===== src/shared/mpr_params.svh =====
// constants of the parity-protected cache: widths, vector, reset values
// assumes inclusion by the package, the design module and the testbench
`ifndef MPR_PARAMS_SVH
`define MPR_PARAMS_SVH
`define MPR_AW          21        // word address bits (22-bit byte space)
`define MPR_IW          4         // cache index bits
`define MPR_ERR_VECTOR  8'h4c     // error vector, octal 114
`define MPR_VEC_NONE    8'h00
`define MPR_ERR_CLEAR   5'h00
`endif


===== src/shared/mpr_pkg.sv =====
// types shared by the parity-protected cache and its surroundings
// assumes mpr_params.svh is on the include path
package mpr_pkg;
  `include "mpr_params.svh"

  typedef enum logic [1:0] {
    MPR_IDLE,
    MPR_MRD,
    MPR_MWR
  } mpr_state_e;

  // processor request, data carries odd parity per byte
  typedef struct packed {
    logic [`MPR_AW-1:0] addr;
    logic               we;
    logic [1:0]         be;
    logic [15:0]        wdata;
    logic [1:0]         wpar;
  } mpr_req_s;

  // sticky error sources seen by the logging routine
  typedef struct packed {
    logic cpu_data;
    logic cache_data;
    logic cache_tag;
    logic mem_data;
    logic mem_addr;
  } mpr_err_s;
endpackage


===== src/mpr_cache.sv =====
// parity-protected write-through cache between processor and two-word-block memory
// assumes bypass/force controls come from control registers on the same clock
`timescale 1ns/1ns
`include "mpr_params.svh"
module mpr_cache
  import mpr_pkg::*;
#(
  parameter int AW = `MPR_AW,
  parameter int IW = `MPR_IW
) (
  input  wire logic        i_clk,
  input  wire logic        i_nrst,
  input  wire logic        i_byp_lo,      // bypass lower cache half
  input  wire logic        i_byp_hi,      // bypass upper cache half
  input  wire logic        i_force_miss,
  input  wire logic        i_req,
  input  wire mpr_req_s    i_rq,
  output logic             o_ack,
  output logic [15:0]      o_rdata,
  output logic [1:0]       o_rpar,
  output logic             o_abort,
  output logic             o_trap,
  output logic [7:0]       o_vector,
  input  wire logic        i_instr_done,
  output mpr_err_s         o_err,
  input  wire logic        i_err_clr,
  output logic             o_mem_req,
  output logic [AW-2:0]    o_mem_addr,
  output logic             o_mem_we,
  output logic [3:0]       o_mem_be,
  output logic [31:0]      o_mem_wdata,
  output logic [3:0]       o_mem_wpar,
  output logic             o_mem_apar,
  input  wire logic        i_mem_ack,
  input  wire logic [31:0] i_mem_rdata,
  input  wire logic [3:0]  i_mem_rpar,
  input  wire logic        i_mem_aerr
);
  localparam int TW    = AW - 1 - IW;
  localparam int LINES = 1 << IW;
  // odd parity of one byte
  function automatic logic par8(input logic [7:0] b);
    return ~(^b);
  endfunction
  // two tag parity bits: lower and upper half of the tag
  function automatic logic [1:0] tpar(input logic [TW-1:0] t);
    return {~(^t[TW-1:TW/2]), ~(^t[TW/2-1:0])};
  endfunction
  // line usable unless its half is bypassed
  function automatic logic usable(input logic [IW-1:0] ix, input logic lo, input logic hi);
    return ix[IW-1] ? ~hi : ~lo;
  endfunction
  // storage in flip-flops
  logic [TW-1:0] tag_q  [LINES];
  logic [1:0]    tagp_q [LINES];
  logic [31:0]   dat_q  [LINES];
  logic [3:0]    datp_q [LINES];
  logic [LINES-1:0] val_q;
  mpr_state_e  st_q;
  mpr_req_s    rq_q;
  mpr_err_s    err_q;
  logic        trap_pend_q;
  logic        ack_q, abort_q, trap_q;
  logic [15:0] rdata_q;
  logic [1:0]  rpar_q;
  logic [7:0]  vec_q;
  logic        mreq_q, mwe_q, mapar_q;
  logic [AW-2:0] maddr_q;
  logic [3:0]  mbe_q, mwpar_q;
  logic [31:0] mwdata_q;
  // lookup on the incoming request
  logic [IW-1:0] ix;
  logic [TW-1:0] tg;
  logic          hit_raw, tag_bad, dat_bad, hit_ok, use_ix, cpu_bad;
  logic [31:0]   ln;
  logic [3:0]    lp, ln_par;
  always_comb begin
    ix      = i_rq.addr[IW:1];
    tg      = i_rq.addr[AW-1:IW+1];
    use_ix  = usable(ix, i_byp_lo, i_byp_hi);
    ln      = dat_q[ix];
    lp      = datp_q[ix];
    for (int k = 0; k < 4; k++) begin
      ln_par[k] = par8(ln[8*k +: 8]);
    end
    hit_raw = val_q[ix] && (tag_q[ix] == tg) && use_ix && !i_force_miss;
    tag_bad = val_q[ix] && use_ix && (tpar(tag_q[ix]) != tagp_q[ix]);
    dat_bad = (ln_par != lp);
    hit_ok  = hit_raw && !tag_bad && !dat_bad;
    cpu_bad = i_rq.we && ({par8(i_rq.wdata[15:8]), par8(i_rq.wdata[7:0])} != i_rq.wpar);
  end
  // memory read return check
  logic [3:0] mrd_par;
  logic       mrd_bad;
  logic [IW-1:0] rix;
  always_comb begin
    for (int k = 0; k < 4; k++) begin
      mrd_par[k] = par8(i_mem_rdata[8*k +: 8]);
    end
    mrd_bad = (mrd_par != i_mem_rpar);
    rix     = rq_q.addr[IW:1];
  end
  wire idle_take = (st_q == MPR_IDLE) && i_req;
  wire mem_done  = (st_q != MPR_IDLE) && i_mem_ack;
  wire rd_abort  = mem_done && (st_q == MPR_MRD) && (mrd_bad || i_mem_aerr);
  wire wr_abort  = mem_done && (st_q == MPR_MWR) && i_mem_aerr;
  wire hit_fail  = idle_take && !i_rq.we && hit_raw && !hit_ok;
  // sequence: hit answers next cycle, everything else goes to memory
  always_ff @(posedge i_clk) begin
    if (!i_nrst) begin
      st_q    <= MPR_IDLE;
    end else begin
      unique case (st_q)
        MPR_IDLE: begin
          if (i_req && i_rq.we) begin
            st_q <= MPR_MWR;
          end else if (i_req && !hit_ok) begin
            st_q    <= MPR_MRD;
          end
        end
        MPR_MRD, MPR_MWR: begin
          if (i_mem_ack) begin
            st_q    <= MPR_IDLE;
          end
        end
      endcase
    end
  end
  // captured request
  always_ff @(posedge i_clk) begin
    if (!i_nrst) begin
      rq_q <= '0;
    end else if (idle_take) begin
      rq_q <= i_rq;
    end
  end
  // memory bus drive with address and control parity
  always_ff @(posedge i_clk) begin
    if (!i_nrst) begin
      mreq_q   <= 1'b0;
      maddr_q  <= '0;
      mwe_q    <= 1'b0;
      mbe_q    <= 4'h0;
      mwdata_q <= 32'h0000_0000;
      mwpar_q  <= 4'h0;
      mapar_q  <= 1'b0;
    end else if (idle_take && !(hit_ok && !i_rq.we)) begin
      mreq_q   <= 1'b1;
      maddr_q  <= i_rq.addr[AW-1:1];
      mwe_q    <= i_rq.we;
      mbe_q    <= i_rq.addr[0] ? {i_rq.be, 2'b00} : {2'b00, i_rq.be};
      mwdata_q <= {i_rq.wdata, i_rq.wdata};
      mwpar_q  <= {i_rq.wpar, i_rq.wpar};
      mapar_q  <= ~(^{i_rq.addr[AW-1:1], i_rq.we});
    end else if (mem_done) begin
      mreq_q   <= 1'b0;
    end
  end
  // cache array: fill after memory read, merge on write hit
  always_ff @(posedge i_clk) begin
    if (!i_nrst) begin
      val_q <= '0;
    end else if (mem_done && st_q == MPR_MRD && usable(rix, i_byp_lo, i_byp_hi)) begin
      if (rd_abort) begin
        val_q[rix] <= 1'b0;
      end else begin
        val_q[rix]  <= 1'b1;
        tag_q[rix]  <= rq_q.addr[AW-1:IW+1];
        tagp_q[rix] <= tpar(rq_q.addr[AW-1:IW+1]);
        dat_q[rix]  <= i_mem_rdata;
        datp_q[rix] <= i_mem_rpar;
      end
    end else if (mem_done && st_q == MPR_MWR && !wr_abort && val_q[rix]
                 && tag_q[rix] == rq_q.addr[AW-1:IW+1]) begin
      for (int k = 0; k < 4; k++) begin
        if (mbe_q[k]) begin
          dat_q[rix][8*k +: 8] <= mwdata_q[8*k +: 8];
          datp_q[rix][k]       <= mwpar_q[k];
        end
      end
    end
  end
  // processor answer: generated byte parity on memory reads, stored line parity on hits
  always_ff @(posedge i_clk) begin
    if (!i_nrst) begin
      ack_q   <= 1'b0;
      rdata_q <= 16'h0000;
      rpar_q  <= 2'h0;
    end else begin
      ack_q <= (idle_take && !i_rq.we && hit_ok) || (mem_done && !rd_abort && !wr_abort);
      if (idle_take && !i_rq.we && hit_ok) begin
        rdata_q <= i_rq.addr[0] ? ln[31:16] : ln[15:0];
        rpar_q  <= i_rq.addr[0] ? lp[3:2] : lp[1:0];
      end else if (mem_done && st_q == MPR_MRD) begin
        rdata_q <= rq_q.addr[0] ? i_mem_rdata[31:16] : i_mem_rdata[15:0];
        rpar_q  <= rq_q.addr[0] ? mrd_par[3:2] : mrd_par[1:0];
      end
    end
  end
  // abort now, or trap once the instruction has finished
  always_ff @(posedge i_clk) begin
    if (!i_nrst) begin
      abort_q     <= 1'b0;
      trap_q      <= 1'b0;
      trap_pend_q <= 1'b0;
      vec_q       <= `MPR_VEC_NONE;
    end else begin
      abort_q <= rd_abort || wr_abort;
      trap_q  <= trap_pend_q && i_instr_done;
      if ((idle_take && cpu_bad) || hit_fail) begin
        trap_pend_q <= 1'b1;
      end else if (i_instr_done) begin
        trap_pend_q <= 1'b0;
      end
      if (rd_abort || wr_abort || (trap_pend_q && i_instr_done)) begin
        vec_q <= `MPR_ERR_VECTOR;
      end
    end
  end
  // sticky error log; a new error wins over a clear in the same cycle
  mpr_err_s err_set;
  always_comb begin
    err_set.cpu_data   = idle_take && cpu_bad;
    err_set.cache_data = hit_fail && dat_bad;
    err_set.cache_tag  = hit_fail && tag_bad;
    err_set.mem_data   = mem_done && st_q == MPR_MRD && mrd_bad;
    err_set.mem_addr   = mem_done && i_mem_aerr;
  end
  always_ff @(posedge i_clk) begin
    if (!i_nrst) begin
      err_q <= `MPR_ERR_CLEAR;
    end else begin
      err_q <= (i_err_clr ? `MPR_ERR_CLEAR : err_q) | err_set;
    end
  end
  assign o_ack       = ack_q;
  assign o_rdata     = rdata_q;
  assign o_rpar      = rpar_q;
  assign o_abort     = abort_q;
  assign o_trap      = trap_q;
  assign o_vector    = vec_q;
  assign o_err       = err_q;
  assign o_mem_req   = mreq_q;
  assign o_mem_addr  = maddr_q;
  assign o_mem_we    = mwe_q;
  assign o_mem_be    = mbe_q;
  assign o_mem_wdata = mwdata_q;
  assign o_mem_wpar  = mwpar_q;
  assign o_mem_apar  = mapar_q;
endmodule


===== config.mk =====
export PLATFORM = sky130hd
export DESIGN_NAME = mpr_cache
export DESIGN_NICKNAME = d
export VERILOG_FILES = /design/src/shared/mpr_pkg.sv /design/src/mpr_cache.sv
export VERILOG_INCLUDE_DIRS = /design/src /design/src/shared
export SDC_FILE = /design/constraint.sdc
export NUM_CORES = 1
export LEC_CHECK = 0
export BUFFER_PORTS_ARGS = -buffer_cell sky130_fd_sc_hd__buf_4
export CORE_ASPECT_RATIO = 1.1
export CORE_UTILIZATION = 60
export DETAILED_ROUTE_END_ITERATION = 10
export PLACE_DENSITY = 0.9
export RECOVER_POWER = 100
export SLEW_MARGIN = 5
export SYNTH_ARGS = -nofsm -noshare
export SYNTH_HDL_FRONTEND = slang
export SYNTH_SLANG_ARGS = --single-unit

===== constraint.sdc =====
create_clock -name i_clk -period 7.1 [get_ports i_clk]
set_input_delay 0.355 -clock i_clk [delete_from_list [all_inputs] [get_ports i_clk]]
set_output_delay 0.355 -clock i_clk [all_outputs]
set_load 0.01 [all_outputs]

Yosys cells after proc, flatten, opt, wreduce, memory -nomap -nowiden --
Memories as Yosys holds them, arrays and structs flattened. A register that Yosys moved wholly into a read port is not among the register bits. Cells that the tools add are included.
Cells by class: add/subtract/negate cells 0, $mul 0, divide/modulo/power cells 0, order comparisons 3, equality and inequality tests 10, shifts and indexed selects 0, multiplexer cells 61, bitwise operators 29, reduce and logical (&&, ||, !) cells 70
Operators with widths (count):
- 8-bit XOR reduction | 14
- 16-bit 2-to-1 mux | 5
- 1-bit 2-to-1 mux | 37
- 1-bit logical AND | 35
- 16-bit equality test | 2
- 8-bit 2-to-1 mux | 4
- 21-bit XOR reduction | 1
- 1-bit inverter | 17
- 16-bit AND | 1
- 16-bit inverter | 1
- 16-bit bitwise OR | 1
- 2-bit 2-to-1 mux | 7
- 4-bit 2-to-1 mux | 3
- 4-bit by 5-bit < comparator with 1-bit output, second input constant | 2
- 1-bit binary-select mux with 4-bit select | 2
- 1-bit logical NOT | 8
- 4-bit != test | 2
- 1-bit bitwise OR | 8
- 2-bit nonzero test | 4
- 1-bit logical OR | 5
- 5-bit 2-to-1 mux | 1
- 5-bit bitwise OR | 1
- 1-bit demux with 4-bit select | 1
- 4-bit by 1-bit greater-or-equal comparator with 1-bit output, second input constant | 1
- other kinds (9) | 10
Word-level totals: flip-flop bits (word level) 130, bits in latches 0, memory bits (writable) 864, memory bits (read-only) 0, bits of input ports 88, output and inout port bits 97, logic and storage cells 199, memories kept 4
Memory list:
- dat_q | words 16, bits a word 32, rd ports 1, clocked after Yosys merged registers in 0, wr ports 1, line mpr_cache.sv:56 | logic [31:0] dat_q [LINES];
- tag_q | words 16, bits a word 16, rd ports 2, clocked after Yosys merged registers in 1, wr ports 1, line mpr_cache.sv:54 | logic [TW-1:0] tag_q [LINES];
- datp_q | words 16, bits a word 4, rd ports 1, clocked after Yosys merged registers in 0, wr ports 1, line mpr_cache.sv:57 | logic [3:0] datp_q [LINES];
- tagp_q | words 16, bits a word 2, rd ports 1, clocked after Yosys merged registers in 0, wr ports 1, line mpr_cache.sv:55 | logic [1:0] tagp_q [LINES];

Depth between registers and ports, before layout --
depth after elaboration 13, mapped depth 17, depth with buffers taken out 11

Worst setup path before layout --
Ideal clock, no wire load.
kind register to register, start register (tool-made name), end memory dat_q[10][24] (enable), arrival 3.883 ns, data required time 6.726 ns, slack 2.843 ns, stages on the path, launching flop included 14, path buffers 5, cells stage by stage dfxtp_1 -> buf_4 -> clkbuf_1 -> clkbuf_1 -> mux4_2 -> mux4_2 -> xnor2_1 -> nand3_1 -> nor4_4 -> nand2_4 -> and2_4 -> buf_6 -> buf_6 -> nor2_1
RTL lines (line):
- end, declared | mpr_cache.sv:56

Worst setup path after layout --
start input port i_rq[23] (netlist bit), end register mwdata_q[30], in the netlist o_mem_wdata[30]
Between the ends: longest elaborated chain between the ends 11, elaborated cells between the ends (all ways) 33
RTL lines:
- start, declared | line mpr_cache.sv:17 | input wire mpr_req_s i_rq,
- memory read 16 x 16 bit
- 8-bit XOR reduction | line mpr_cache.sv:47 | return {~(^t[TW-1:TW/2]), ~(^t[TW/2-1:0])};
- 1-bit inverter | line mpr_cache.sv:47
- 2-bit != test | line mpr_cache.sv:87 | tag_bad = val_q[ix] && use_ix && (tpar(tag_q[ix]) != tagp_q[ix]);
- 1-bit logical AND | line mpr_cache.sv:87
- 1-bit logical NOT | line mpr_cache.sv:89 | hit_ok = hit_raw && !tag_bad && !dat_bad;
- 1-bit logical AND | line mpr_cache.sv:89
- 1-bit logical AND * | line mpr_cache.sv:89
- 1-bit logical AND * | line mpr_cache.sv:147 | end else if (idle_take && !(hit_ok && !i_rq.we)) begin
- 1-bit logical NOT * | line mpr_cache.sv:147
- 1-bit logical AND * | line mpr_cache.sv:147
- end signal, assigned | line mpr_cache.sv:152 | mwdata_q <= {i_rq.wdata, i_rq.wdata};
- end, declared | line mpr_cache.sv:70 | logic [31:0] mwdata_q;
Mark *: on every way between the ends. The rest lies on a longest branch, timed or not. The select of a mux whose other input is x is not followed. A chain may end at the register's enable or synchronous reset.

==> results.toml <==
[final_layout]
area_growth_syn_to_layout_pct = 11.3
layout-drive-gt1-share = 0.220
finish.utilization = 0.676
final_nets = 2682
final_area_um2 = 47700

[worst_setup_path]
worstPathMaxFanout = 39
cp_slowest_cell = "clkbuf_1"
crit_chain = "buf_4 -> clkbuf_1 -> nor2_1 -> a221oi_1 -> a21oi_1 -> o21ai_0 -> xor2_1 -> xnor3_1 -> nor2_1 -> and3_4 -> a21o_2 -> buf_4 -> mux2i_1"
startpoint_type = "input port"
critPathTopFamily = "buffers and inverters"
arrival_ns = 6.95
r2r_cells = 9
critPathKind = "in2reg"
cp_num_buf_inv = 3
cpPeakStageDelay_ns = 1.30
r2r_slack_ns = 0.90
required_ns = 7.70
timing.rr.end = "datp_q[11][0]$_DFFE_PP_"
endpoint_kind = "flop"

[synth]
ys_types = 73
post_synth_xor_area_fraction = 0.0334
async_flop_share = 0
yosys.area_share.simple = 0.0431
synth_area_leaders = "edfxtp_1, mux4_2, dfxtp_1"
yosysTopAreaCellShare = 0.606
synth_fa_ha_area_frac = 0.000876
synth_compound_gate_area_share = 0.0317
synth_most_common_cell = "edfxtp_1"
yosysWarnings = 0
synthMuxAreaShare = 0.202
synth_edf_count = 864
ys_seq_area_frac = 0.660
synthCells = 2405
syn-cell-area_um2 = 42800
synth_flop_cell = "edfxtp_1"
synth_top_family_by_area = "multiplexers"
synth_top_area_cell = "edfxtp_1"
avgSynthCellArea_um2 = 17.8
ys_ff_latch = 980
synth_commonest_cells = "edfxtp_1, mux4_2, nand2_1"

[status]
status = "finished, violations left"
violations = "max-capacitance violations, max-slew violations"

[global_route]
overflow = 0
grt_max_degree = 97
grt_pass1_vias = 26200
antenna_found_initial = 9
grt_pass1_wl_mm = 175
grt.total_usage = 0.338

[sta]
slew_viol_final = 370
finalCritPeriodShare = 0.894
slew_headroom = -0.309
setup_viol = 0
worstMarginPinSlew_ns = 1.96
hold_violations = 0
fin_tns_setup_ns = 0
fin_crit_ns = 6.35
rsz0062_at_grt = "false"
skew_ns = 0.0698
clock.fmax_ghz = 0.158

[place]
place_hpwl_mm = 74.5
place_congestion = 0.957
io_buffers = 179
place_area_um2 = 44600

[drt]
firstDrtPassIters = 9
ant_nets = 0
vias = 26100
drt-initial-drc-count = 4267
drc = 0
avgRoutedWirePerCell_um = 33.9
viasPerCell = 7.22
wirelength_mm = 122

[pwr]
leakage_uw = 0.0154
ir_worst_vdd_mv = 0.180
p_per_area_nw_per_um2 = 276

[clock_tree]
clk_root_buffer_cell = "clkbuf_16"
clock_latency_ns = 0.69
numCtsBuffers = 92
cts_tree = "built"
cts_max_level = 3
clock-sinks = 980
clk_pin_slew_ns = 0.06
cts.path.max_buffers = 3
post_cts_buffers = 0

[floorplanning]
fp.dieH_um = 282
rows = 102
core_area_um2 = 70600
start_util = 0.607
io_pins = 185
die_w_um = 257
die_area_um2 = 72500

[run]
maxCapViolCount = 18

[hold_path]
holdPathEnd = "o_mem_addr[12]$_SDFFE_PN0P_"
holdCritPathClass = "in2reg"
min_from = "i_rq[34]"
hold_path_depth = 3
==> area by class of cell <==
type	count	area (um^2)
repair buffers	260	1690
inverters	6	22.5
flip-flops and latches	980	28300
multi-input cells	1251	13400
diodes	7	17.5
fillers	4237	22900
clock inverters	63	762
well taps	936	1170
clock buffers	109	2410
==> power breakdown <==
group	switching (uW)	internal (uW)
combinational	883	568
sequential	139	6380
clock	2210	2990
==> repair_timing <==
action,in CTS,in global routing
resized for setup,0,0
endpoints found under the hold margin,43,0
hold buffers,36,0
==> registers in the layout, summed over array words and instances, names as in the netlist, 5 cells and up, named ones only <==
register,count
tagp_q,32
o_mem_wdata,16
o_err,5
dat_q,512
o_rdata,16
rq_q,17
tag_q,256
o_mem_addr,20
datp_q,64
==> worst register-to-register path, stage by stage, from the launching register on <==
cell and delay [ns]:
dfxtp_2 1.37, buf_4 0.49, mux4_2 0.55, mux4_2 0.50, xnor2_1 0.42, nand4_1 0.25, nor4_4 0.90, nand2_4 0.29
and2_4 0.30, nor2_1 0.70
==> per-layer routing <==
layer	routed length [um]	vias to the layer above	GRT usage
li1	-	9935	-
met1	38100	12900	0.416
met2	57600	2569	0.540
met3	17900	633	0.0941
met4	8640	4	0.206
met5	29	-	0
==> cell usage in the layout, fill, tap and decap left out, types with 5 or more instances in the layout <==
master / n
inv_1: 5
mux4_1: 12
o211ai_1: 9
nand3_1: 15
mux2_2: 15
a311oi_1: 7
nand2b_1: 8
xor2_1: 28
conb_1: 5
mux2i_1: 111
nor3_1: 12
buf_4: 103
mux4_2: 296
o21ai_0: 28
clkinv_2: 12
dlygate4sd3_1: 36
nand4_1: 8
xnor2_1: 116
bufinv_16: 15
o32a_1: 6
clkbuf_16: 94
a221oi_1: 10
dfxtp_1: 113
nor2_1: 117
clkbuf_1: 129
diode_2: 7
mux2_1: 36
buf_12: 5
a22oi_1: 47
a21oi_1: 65
clkinv_1: 19
nor2b_1: 15
a211oi_1: 5
xnor2_2: 5
clkinvlp_4: 6
nand2_1: 204
edfxtp_1: 864
==> cells by family after synthesis <==
kind of cell    after synthesis
compound gates              205
xor+xnor                    153
fa+ha+maj                     3
buf+inv                     178
flops                       980
mux                         470
other cells                   1
simple gates                415
==> worst max-delay path by stage <==
stage	from	to	slack [ns]	cells after the start
after global placement	flop	dat_q[15][18]$_DFFE_PP_	1.75	9
after floorplan	flop	dat_q[10][24]$_DFFE_PP_	2.84	13
after detailed placement	flop	datp_q[11][0]$_DFFE_PP_	1.59	9
after CTS	flop	dat_q[15][3]$_DFFE_PP_	1.44	9
final	i_rq[23]	o_mem_wdata[30]$_SDFFE_PN0P_	0.75	13
after global routing	i_rq[23]	o_mem_wdata[30]$_SDFFE_PN0P_	0.63	13
==> metrics by stage <==
step	instances	hold slack, ns	worst slack [ns]	power [uW]
floorplan	2409	0.447	2.84	7540
global placement	3397	0.446	1.75	7970
detailed placement	3397	0.459	1.59	8030
CTS	3605	0.00253	1.44	13100
global route	3610	0.0151	0.633	13400
finish	3612	0.00159	0.751	13200
(Power assumes the default switching activity.)
